<file path="config.mk">
export PLATFORM = sky130hd
export DESIGN_NAME = tdm_audio_rx
export DESIGN_NICKNAME = d
export VERILOG_FILES = /design/src/tdm_rx_pkg.sv /design/src/tdm_audio_rx.sv
export SDC_FILE = /design/constraint.sdc
export NUM_CORES = 2
export LEC_CHECK = 0
export BUFFER_PORTS_ARGS = -buffer_cell sky130_fd_sc_hd__buf_4
export CAP_MARGIN = 20
export CORE_MARGIN = 1
export CORE_UTILIZATION = 40
export DETAILED_ROUTE_END_ITERATION = 16
export HOLD_SLACK_MARGIN = 0.12
export SYNTH_ARGS = -nofsm -noshare
export SYNTH_HDL_FRONTEND = slang
export SYNTH_SLANG_ARGS = --single-unit
</file>
<file path="constraint.sdc">
create_clock -name mclk -period 5.93 [get_ports mclk]
set_clock_uncertainty 0.2 [all_clocks]
set_input_delay 0.2965 -clock mclk [delete_from_list [all_inputs] [get_ports mclk]]
set_output_delay 0.2965 -clock mclk [all_outputs]
set_load 0.03 [all_outputs]
</file>
<file path="src/tdm_rx_pkg.sv">
// Constants, types and register map of the frame-mode audio input receiver
package tdm_rx_pkg;
    // APB register byte offsets
    localparam int APB_AW = 12;
    localparam logic [11:0] ADDR_CTRL = 12'h000;
    localparam logic [11:0] ADDR_STATUS = 12'h004;
    localparam logic [11:0] ADDR_BITS = 12'h008;
    localparam logic [11:0] ADDR_MEAS = 12'h00C;
    // Frame mode codes
    localparam logic [1:0] MODE_NORMAL = 2'h0;
    localparam logic [1:0] MODE_128 = 2'h1;
    localparam logic [1:0] MODE_256 = 2'h2;
    localparam logic [1:0] MODE_512 = 2'h3;
    // Data format codes
    localparam logic [2:0] FMT_MSB24 = 3'h2;
    localparam logic [2:0] FMT_I2S24 = 3'h3;
    localparam logic [2:0] FMT_LSB24 = 3'h4;
    localparam logic [2:0] FMT_LSB32 = 3'h5;
    localparam logic [2:0] FMT_MSB32 = 3'h6;
    localparam logic [2:0] FMT_I2S32 = 3'h7;
    // Speed range codes that allow high-performance mode
    localparam logic [2:0] SPEED_001 = 3'h1;
    localparam logic [2:0] SPEED_010 = 3'h2;
    // Bit counts per frame and per slot
    localparam logic [10:0] FRAME_BITS_256 = 11'h100;
    localparam logic [10:0] FRAME_BITS_512 = 11'h200;
    localparam logic [10:0] HP_BITS_BASE = 11'h040;
    localparam logic [10:0] BIT_SAT = 11'h400;
    localparam logic [10:0] BIT_PRE = 11'h7FF;
    localparam logic [4:0] SLOT_LAST = 5'h1F;
    // Master clock periods per frame at 12.288 MHz
    localparam logic [10:0] MCK_PER_48 = 11'h100;
    localparam logic [10:0] MCK_PER_96 = 11'h080;
    // Frame periods and allowed deviation, in system clock cycles
    localparam int CLK_NS = 10;
    localparam int FRAME48_NS = 20833;
    localparam int FRAME96_NS = 10417;
    localparam logic [15:0] FRAME48_CYC = 16'(FRAME48_NS / CLK_NS);
    localparam logic [15:0] FRAME96_CYC = 16'(FRAME96_NS / CLK_NS);
    localparam logic [15:0] FRAME_TOL_CYC = 16'h0015;
    localparam logic [15:0] PERIOD_SAT = 16'hFFFF;
    // Reset values
    localparam logic [10:0] CTRL_RESET = 11'h000;
    // Receiver lock state
    typedef enum logic [1:0] {SYNC_HUNT = 2'b01, SYNC_RUN = 2'b10} syncState_e;
    // Control word: bits [1:0] mode, [4:2] format, [7:5] rotation, [10:8] speed
    typedef struct packed {
        logic [2:0] speed;
        logic [2:0] rot;
        logic [2:0] fmt;
        logic [1:0] mode;
    } ctrl_s;
    // One stereo DAC sample pair, left aligned 32-bit two's complement
    typedef struct packed {
        logic [31:0] left;
        logic [31:0] right;
    } dacPair_s;
endpackage

</file>
<file path="src/tdm_audio_rx.sv">
// Frame-mode serial audio receiver with slot rotation onto four stereo DACs
`timescale 1ns/10ps
module tdm_audio_rx (
    // System
    input wire logic mclk,
    input wire logic resetn,
    // APB slave
    input wire logic psel,
    input wire logic penable,
    input wire logic pwrite,
    input wire logic [tdm_rx_pkg::APB_AW-1:0] paddr,
    input wire logic [31:0] pwdata,
    input wire logic [3:0] pstrb,
    output logic [31:0] prdata,
    output logic pready,
    output logic pslverr,
    // Serial audio pins
    input wire logic serialBitClock,
    input wire logic frameSyncClock,
    input wire logic [3:0] serialDataInput,
    input wire logic audioMasterClock,
    // DAC side
    output tdm_rx_pkg::dacPair_s [3:0] dacOut,
    output logic sampleStrobe,
    output logic highPerfMode
);
    import tdm_rx_pkg::*;

    // Pin synchroniser: meta stage, sync stage, history for edges
    logic [4:0] pinMeta_ff;
    logic [4:0] pinSync_ff;
    logic [4:0] pinPrev_ff;
    logic bclkRise; // One-cycle pulse per bit clock rise
    logic mckRise; // One-cycle pulse per master clock rise
    logic lrLast_ff; // Frame clock as seen at previous bit clock rise
    // Control and measured state
    ctrl_s ctrl_ff;
    syncState_e syncState_ff;
    logic [10:0] bitCnt_ff; // Index of the last bit taken in the frame
    logic [10:0] seqIdx; // Index of the bit taken now
    logic [10:0] frameLen;
    logic [10:0] frameBits_ff;
    logic [10:0] mckCnt_ff;
    logic [10:0] mckPerFrame_ff;
    logic [15:0] periodCnt_ff;
    logic [15:0] period_ff;
    logic ratioOk_ff;
    logic edgeDly_ff; // Frame edge, delayed so the last I2S slot lands first
    // Serial shifters and slot store
    logic [31:0] shiftA_ff;
    logic [31:0] shiftB_ff;
    logic [31:0] wordA;
    logic [31:0] wordB;
    logic [31:0] slotMem [16];
    logic isFrameMode;
    logic isI2s;
    logic silent;
    logic frameEdge;
    logic slotDone;
    logic [3:0] slotNum;
    logic addrMapped;
    wire dacPair_s [3:0] nxt_dacOut;

    // Bring pins into the mclk domain; only the sync stage and its history are used, as levels and edges
    always_ff @(posedge mclk or negedge resetn) begin
        if (!resetn) begin
            pinMeta_ff <= 5'h00;
            pinSync_ff <= 5'h00;
            pinPrev_ff <= 5'h00;
        end else begin
            // Inputs 3 and 4 carry nothing in frame modes, so never sampled
            pinMeta_ff <= {audioMasterClock, serialDataInput[1:0], frameSyncClock,
                serialBitClock};
            pinSync_ff <= pinMeta_ff;
            pinPrev_ff <= pinSync_ff;
        end
    end

    assign bclkRise = pinSync_ff[0] & ~pinPrev_ff[0];
    assign mckRise = pinSync_ff[4] & ~pinPrev_ff[4];
    assign isFrameMode = ctrl_ff.mode[1];
    assign isI2s = (ctrl_ff.fmt == FMT_I2S24) || (ctrl_ff.fmt == FMT_I2S32);
    // Codes 000 and 001 are not decoded in frame modes
    assign silent = !isFrameMode || (ctrl_ff.fmt[2:1] == 2'b00);
    assign frameLen = (ctrl_ff.mode == MODE_512) ? FRAME_BITS_512 : FRAME_BITS_256;
    // I2S frames open on a falling frame clock, all others on a rising one
    assign frameEdge = bclkRise && (isI2s ? (lrLast_ff && !pinSync_ff[1])
        : (!lrLast_ff && pinSync_ff[1]));
    // Saturate so an absent frame edge cannot wrap into a valid slot
    assign seqIdx = (bitCnt_ff == BIT_SAT) ? BIT_SAT : bitCnt_ff + 11'h001;
    // A slot closes on its 32nd bit; bits past the frame length are dropped
    assign slotDone = bclkRise && isFrameMode && (syncState_ff == SYNC_RUN)
        && (seqIdx[4:0] == SLOT_LAST) && (seqIdx < frameLen);
    assign slotNum = seqIdx[8:5];
    assign wordA = {shiftA_ff[30:0], pinSync_ff[2]};
    assign wordB = {shiftB_ff[30:0], pinSync_ff[3]};
    // Last frame clock level, taken at each bit clock rise
    always_ff @(posedge mclk or negedge resetn) begin
        if (!resetn) begin
            lrLast_ff <= 1'b0;
        end else if (bclkRise) begin
            lrLast_ff <= pinSync_ff[1];
        end
    end
    // Lock: hunt for the first frame edge, drop lock outside frame modes
    always_ff @(posedge mclk or negedge resetn) begin
        if (!resetn) begin
            syncState_ff <= SYNC_HUNT;
        end else begin
            case (syncState_ff)
                SYNC_HUNT: begin
                    if (isFrameMode && frameEdge) begin
                        syncState_ff <= SYNC_RUN;
                    end
                end
                SYNC_RUN: begin
                    if (!isFrameMode) begin
                        syncState_ff <= SYNC_HUNT;
                    end
                end
                default: syncState_ff <= SYNC_HUNT;
            endcase
        end
    end
    // Bit position: I2S data lags the frame edge by one bit clock
    always_ff @(posedge mclk or negedge resetn) begin
        if (!resetn) begin
            bitCnt_ff <= BIT_SAT;
        end else if (frameEdge) begin
            bitCnt_ff <= isI2s ? BIT_PRE : 11'h000;
        end else if (bclkRise) begin
            bitCnt_ff <= seqIdx;
        end
    end
    // MSB-first shifters, one per used data line
    always_ff @(posedge mclk or negedge resetn) begin
        if (!resetn) begin
            shiftA_ff <= 32'h0000_0000;
            shiftB_ff <= 32'h0000_0000;
        end else if (bclkRise) begin
            shiftA_ff <= wordA;
            shiftB_ff <= wordB;
        end
    end
    // Slot store; no reset since every slot is rewritten each frame
    always_ff @(posedge mclk) begin
        if (slotDone) begin
            if (ctrl_ff.mode == MODE_512) begin
                slotMem[slotNum] <= wordA;
            end else begin
                slotMem[{1'b0, slotNum[2:0]}] <= wordA;
                slotMem[{1'b1, slotNum[2:0]}] <= wordB;
            end
        end
    end
    // Per-frame measurements of bit clock, master clock and frame period
    always_ff @(posedge mclk or negedge resetn) begin
        if (!resetn) begin
            frameBits_ff <= 11'h000;
            mckCnt_ff <= 11'h000;
            mckPerFrame_ff <= 11'h000;
            periodCnt_ff <= 16'h0000;
            period_ff <= 16'h0000;
            ratioOk_ff <= 1'b0;
        end else if (frameEdge) begin
            mckCnt_ff <= mckRise ? 11'h001 : 11'h000;
            periodCnt_ff <= 16'h0001;
            if (syncState_ff == SYNC_RUN) begin
                frameBits_ff <= seqIdx + 11'(isI2s);
                mckPerFrame_ff <= mckCnt_ff;
                period_ff <= periodCnt_ff;
                ratioOk_ff <= (seqIdx + 11'(isI2s)) == frameLen;
            end
        end else begin
            if (mckRise && mckCnt_ff != BIT_SAT) begin
                mckCnt_ff <= mckCnt_ff + 11'h001;
            end
            if (periodCnt_ff != PERIOD_SAT) begin
                periodCnt_ff <= periodCnt_ff + 16'h0001;
            end
        end
    end
    // High-performance detect: rates from measured master clock and frame period
    always_ff @(posedge mclk or negedge resetn) begin
        if (!resetn) begin
            highPerfMode <= 1'b0;
        end else begin
            highPerfMode <= (syncState_ff == SYNC_RUN) && !silent
                && (frameBits_ff == 11'(HP_BITS_BASE << ctrl_ff.mode))
                && (((ctrl_ff.speed == SPEED_001) && (mckPerFrame_ff == MCK_PER_48)
                && (period_ff > FRAME48_CYC - FRAME_TOL_CYC)
                && (period_ff < FRAME48_CYC + FRAME_TOL_CYC))
                || (((ctrl_ff.speed == SPEED_001) || (ctrl_ff.speed == SPEED_010))
                && (ctrl_ff.mode != MODE_512) && (mckPerFrame_ff == MCK_PER_96)
                && (period_ff > FRAME96_CYC - FRAME_TOL_CYC)
                && (period_ff < FRAME96_CYC + FRAME_TOL_CYC)));
        end
    end
    // Place the received sample left aligned in 32 bits
    function automatic logic [31:0] alignSample(input logic [31:0] w, input logic [2:0] f);
        case (f)
            FMT_MSB24, FMT_I2S24: alignSample = {w[31:8], 8'h00};
            FMT_LSB24: alignSample = {w[23:0], 8'h00};
            FMT_LSB32, FMT_MSB32, FMT_I2S32: alignSample = w;
            default: alignSample = 32'h0000_0000;
        endcase
    endfunction
    // Pair selection per DAC; a pair is an even left slot and the odd right one
    for (genvar k = 0; k < 4; k++) begin : g_dac
        logic [2:0] pairIdx;
        assign pairIdx = isFrameMode ? 3'(k) + ctrl_ff.rot
            : {1'b0, 2'(k) + ctrl_ff.rot[1:0]};
        assign nxt_dacOut[k].left = silent ? 32'h0000_0000
            : alignSample(slotMem[{pairIdx, 1'b0}], ctrl_ff.fmt);
        assign nxt_dacOut[k].right = silent ? 32'h0000_0000
            : alignSample(slotMem[{pairIdx, 1'b1}], ctrl_ff.fmt);
    end
    // Outputs change two cycles after the frame edge, in the cycle the strobe marks them
    always_ff @(posedge mclk or negedge resetn) begin
        if (!resetn) begin
            edgeDly_ff <= 1'b0;
            sampleStrobe <= 1'b0;
            dacOut <= '0;
        end else begin
            edgeDly_ff <= frameEdge && (syncState_ff == SYNC_RUN);
            sampleStrobe <= edgeDly_ff;
            if (edgeDly_ff) begin
                dacOut <= nxt_dacOut;
            end
        end
    end

    // APB: zero wait states, error on unmapped offsets
    assign addrMapped = (paddr == ADDR_CTRL) || (paddr == ADDR_STATUS)
        || (paddr == ADDR_BITS) || (paddr == ADDR_MEAS);
    assign pready = 1'b1;
    assign pslverr = psel && penable && !addrMapped;

    // Control register, byte lanes honoured; writes mid-stream are not blocked
    always_ff @(posedge mclk or negedge resetn) begin
        if (!resetn) begin
            ctrl_ff <= CTRL_RESET;
        end else if (psel && penable && pwrite && (paddr == ADDR_CTRL)) begin
            if (pstrb[0]) begin
                ctrl_ff[7:0] <= pwdata[7:0];
            end
            if (pstrb[1]) begin
                ctrl_ff[10:8] <= pwdata[10:8];
            end
        end
    end

    // Read data is latched in the setup cycle so it is a flop in the access phase
    always_ff @(posedge mclk or negedge resetn) begin
        if (!resetn) begin
            prdata <= 32'h0000_0000;
        end else if (psel && !penable && !pwrite) begin
            case (paddr)
                ADDR_CTRL: prdata <= {21'h000000, ctrl_ff};
                ADDR_STATUS: prdata <= {28'h0000000, highPerfMode, silent, ratioOk_ff,
                    syncState_ff == SYNC_RUN};
                ADDR_BITS: prdata <= {21'h000000, frameBits_ff};
                ADDR_MEAS: prdata <= {period_ff, 5'h00, mckPerFrame_ff};
                default: prdata <= 32'h0000_0000;
            endcase
        end
    end
endmodule

</file>
# Word-level counts from Yosys, hierarchy flattened
# Memories as Yosys holds them, arrays and structs flattened.
# Cells that the tools add are included.
word_totals:
  word_cells: 172
  register_bits: 459
  input_bits: 60
  mem_bits_rw: 512
  n_memories: 1
  output_inout_bits: 292
op_classes:
  shifts: 1
  order_cmp: 5
  n_mux: 44
  bitwise_logic: 4
  reduce_logical: 52
  addsub: 10
  eq_ne: 25
mem_list:
  columns: ["name", "depth", "width", "rd", "rd_clocked_by_memory_dff", "wr", "line_no", "rtl"]
  rows:
  - ["slotMem", 16, 32, 8, 0, 2, "tdm_audio_rx.sv:54", "logic [31:0] slotMem [16];"]
op_table:
  columns: ["operator", "n"]
  rows:
  - ["$pmux 32 s3", 8]
  - ["$mux 32", 9]
  - ["$pmux 32 s4", 1]
  - ["$mux 11", 6]
  - ["$mux 16", 2]
  - ["$reduce_or 32->1", 1]
  - ["$logic_and 1x1->1", 26]
  - ["$eq 12x4->1 const B", 2]
  - ["$add 11x1->11 const B", 2]
  - ["$add 16x1->16 const B", 1]
  - ["$gt 16x10->1 const B", 1]
  - ["$gt 16x12->1 const B", 1]
  - ["$lt 16x11->1 const B", 1]
  - ["$lt 16x12->1 const B", 1]
  - ["$ne 16x16->1 const B", 1]
  - ["$eq 12x3->1 const B", 1]
  - ["$eq 3x3->1 const B", 4]
  - ["$logic_not 12->1", 1]
  - ["$mux 3", 4]
  - ["$add 11x1->11", 1]
  - ["$eq 11x10->1", 1]
  - ["$eq 11x11->1", 1]
  - ["$eq 11x11->1 const B", 1]
  - ["$eq 11x8->1 const B", 1]
  - ["other kinds (28)", 63]

# Logic depth before layout (Yosys ltp)
depth:
  word_depth: 10
  mapped_depth: 16
  ltp_nobuf: 14

# Least setup slack after synthesis
# No wires, ideal clock.
synth_path:
  kind: "flip-flop to flip-flop"
  startpoint: "register bitCnt_ff[0]"
  endpoint: "memory slotMem[12][0], enable pin"
  period_less_slack_ns: 4.552
  setup_time_ns: 0.421
  arrival_ns: 3.930
  stages_incl_launch_ff: 10
  slack_ns: 1.378
  required_ns: 5.309
  n_path_buf: 1
  cell_sequence: "dfrtp_1 -> clkbuf_1 -> nand2_1 -> or3_1 -> xnor2_2 -> ha_1 -> nor3b_1 -> nand4_4 -> or2_2 -> nor2_1"
synth_lines:
  columns: ["element", "line_no", "rtl"]
  rows:
  - ["from (decl)", "tdm_audio_rx.sv:39", "logic [10:0] bitCnt_ff;"]
  - ["from (signal assigned)", "tdm_audio_rx.sv:130", "bitCnt_ff <= isI2s ? BIT_PRE : 11'h000;"]
  - ["from (signal assigned)", "tdm_audio_rx.sv:132", "bitCnt_ff <= seqIdx;"]
  - ["to (decl)", "tdm_audio_rx.sv:54", null]

==> metrics <==
status finished clean; Vias/cell 6.02; Final HPWL DP 117,000 um; Yosys cell types 81; Post-Layout Cell Count 5,907; vias in the first global route 34.3k; reg2reg setup slack 1100 ps; GP Congestion 0.885; root buffer cell clkbuf_16; fin util 0.467; startpoint types register; Cell Pwr Density 251 nW/um^2; slew margin rel. 0.278; endpoints failing hold 0; placed cell count 5,638; # clock sinks 963; EDFF count, synth 512; DRC 0; share of cells above drive strength 1 0.250; IO Port Bufs 320; IO Pins 352; final total power 15.0 mW; most common cell after layout, fill and taps aside edfxtp_1; die width 361 um; CTS buffer count 108; TritonCTS clock tree yes; DR pass1 iterations 5; Synth Area per Inst 13.1 um^2; clk buf depth 3; FF+latch count, synth 963; sequential area share after synthesis 0.517; leakage 26.3 nW; row count 131; Async SR Flop Fraction 0.468; Vert. Die Dim 361 um; Worst Path Required 6210 ps; crit path capture type register; count of final setup violators 0; most frequent cells in the layout edfxtp_1 (512), mux2i_1 (458), dfrtp_1 (446), nand2_1 (443), buf_4 (388); H-Tree Depth 3; Routed WL per cell 29.3 um; Layout area overhead 15.7%; cells after synthesis 3,931; Tmin final 4830 ps; largest net degree at the start of global routing 200; Die ar. 130,000 um^2; Primary FF master, synth edfxtp_1; unrepaired setup endpoints after global routing false; CTS clk-pin slew, worst paths 60 ps; Worst Path Max Fanout 24; Final TNS setup 0 ps; first-pass GRT wire length 249,000 um; ANT nets after route 0; YS warnings 0; max-cap viol count 0; Starting Density 0.404; hold_ws 147 ps; Placeable Area 128,000 um^2; synthesized area 51,600 um^2; final period utilization 0.814; Initial DRC Count 4,489; vias 35.5k; Worst Path Arrival 5110 ps; worst-margin pin slew 1080 ps; VDD IR max 0.249 mV; Max Transition Viols Final 0; GR Overflow Total 0; min-delay worst type reg2reg; CP Class reg2reg; Peak Freq 207 MHz; setup bufs post-CTS 0; All-Layer GR Usage 0.263; Worst-Skew Late Latency 740 ps; Post-Route WL 173,000 um; antenna violations before repair 11; Final #Nets 4,218
worst paths after layout:
check | end | depth (start not counted) | from
max reg2reg | slotMem[12][28] | 10 | bitCnt_ff[3]
min in group asynchronous | syncState_ff[0] | 3 | resetn
min reg2reg | pinSync_ff[1] | 0 | pinMeta_ff[1]
max in group asynchronous | dacOut[37] | 4 | resetn
min | pinSync_ff[1] | 0 | pinMeta_ff[1]
max | slotMem[12][28] | 10 | bitCnt_ff[3]
logic make-up (layout without fill, tap and decap cells):
logic type / after synthesis / count (layout) / synth area share
compound gates: 571 / 571 / 0.0664
mux: 1075 / 1075 / 0.298
other cells: 2 / 9 / 0.000146
flops: 963 / 963 / 0.517
buf+inv: 631 / 938 / 0.0538
simple gates: 635 / 635 / 0.0542
xor+xnor: 42 / 42 / 0.00742
fa+ha+maj: 12 / 12 / 0.00286
cells in the mapped netlist, types with 3 or more instances:
| library cell | n | area share |
|---|---|---|
| edfxtp_1 | 512 | 0.30 |
| mux2i_1 | 458 | 0.089 |
| dfrtp_1 | 449 | 0.22 |
| nand2_1 | 448 | 0.033 |
| mux4_2 | 323 | 0.14 |
| inv_1 | 271 | 0.020 |
| o22ai_1 | 257 | 0.031 |
| o21ai_0 | 223 | 0.022 |
| mux2_1 | 194 | 0.042 |
| clkbuf_1 | 179 | 0.013 |
| buf_4 | 70 | 0.010 |
| nor2_1 | 61 | 0.0044 |
| mux2_4 | 56 | 0.016 |
| buf_1 | 55 | 0.0040 |
| mux2_2 | 44 | 0.0096 |
| buf_2 | 43 | 0.0042 |
| xnor2_1 | 21 | 0.0036 |
| nand4_1 | 20 | 0.0024 |
| xor2_1 | 19 | 0.0032 |
| a22o_1 | 18 | 0.0031 |
| a21oi_1 | 16 | 0.0016 |
| nand3_1 | 16 | 0.0016 |
| buf_6 | 12 | 0.0026 |
| nor4_1 | 12 | 0.0015 |
| or3_1 | 12 | 0.0015 |
| a31oi_1 | 11 | 0.0013 |
| ha_1 | 11 | 0.0027 |
| nor3_1 | 11 | 0.0011 |
| and2_1 | 9 | 0.0011 |
| and3_1 | 9 | 0.0011 |
| o31ai_1 | 9 | 0.0013 |
| a221o_1 | 8 | 0.0016 |
| nand2b_1 | 5 | 0.00061 |
| or2_2 | 5 | 0.00061 |
| o21a_1 | 4 | 0.00058 |
| nand4_4 | 3 | 0.0012 |
| nor2b_1 | 3 | 0.00036 |
routing by layer:
layer | GRT usage | vias to the layer above | routed length [um]
li1 | - | 15177 | -
met1 | 0.362 | 18145 | 71100
met2 | 0.400 | 1921 | 77900
met3 | 0.0618 | 280 | 17300
met4 | 0.104 | 10 | 6620
met5 | 0 | - | 80
worst max-delay path, stage by stage, from the launching register on:
cell and delay (ps):
dfrtp_1 670, nand3_1 250, or3_1 470, xnor2_2 250
ha_1 230, nor3b_1 390, nand4_4 300, nor3_4 430
nand4_4 410, buf_4 530, mux2_4 390
stage by stage:
stage	setup WS (ps)	area, um^2
after floorplan	1380	51600
final	1100	59700
after CTS	1140	59700
after detailed placement	1190	55300
after global placement	1230	55300
after global routing	918	59700
state kept, by name (all words and copies together) (netlist names):
signal          count
bitCnt_ff          11
ctrl_ff            11
dacOut            256
edgeDly_ff          1
frameBits_ff       11
highPerfMode        1
lrLast_ff           1
mckCnt_ff          11
mckPerFrame_ff     11
periodCnt_ff       16
period_ff          16
pinMeta_ff          5
pinPrev_ff          2
pinSync_ff          5
prdata             27
ratioOk_ff          1
sampleStrobe        1
shiftA_ff          31
shiftB_ff          31
slotMem           512
syncState_ff        2
cell type report:
type / count / area, um^2
clock buffers: 156 / 3220
flip-flops and latches: 963 / 26700
diodes: 3 / 7.51
inverters: 272 / 1020
multi-input cells: 2341 / 22400
clock inverters: 49 / 508
fillers: 11302 / 68000
well taps: 1662 / 2080
repair buffers: 461 / 3780
report_power, final:
part           internal, mW  switching, mW
registers              7.19          0.278
logic                 0.253          0.263
clock network          4.09           2.90
total                  11.5           3.44
timing repair:
| item | in CTS | in global routing |
|---|---|---|
| gates resized for setup | 0 | 0 |
| hold endpoints to repair | 404 | 0 |
| endpoints found under the setup margin | 0 | 0 |
| hold buffers | 61 | 0 |
Note: power is estimated with default switching activity, not from simulation.
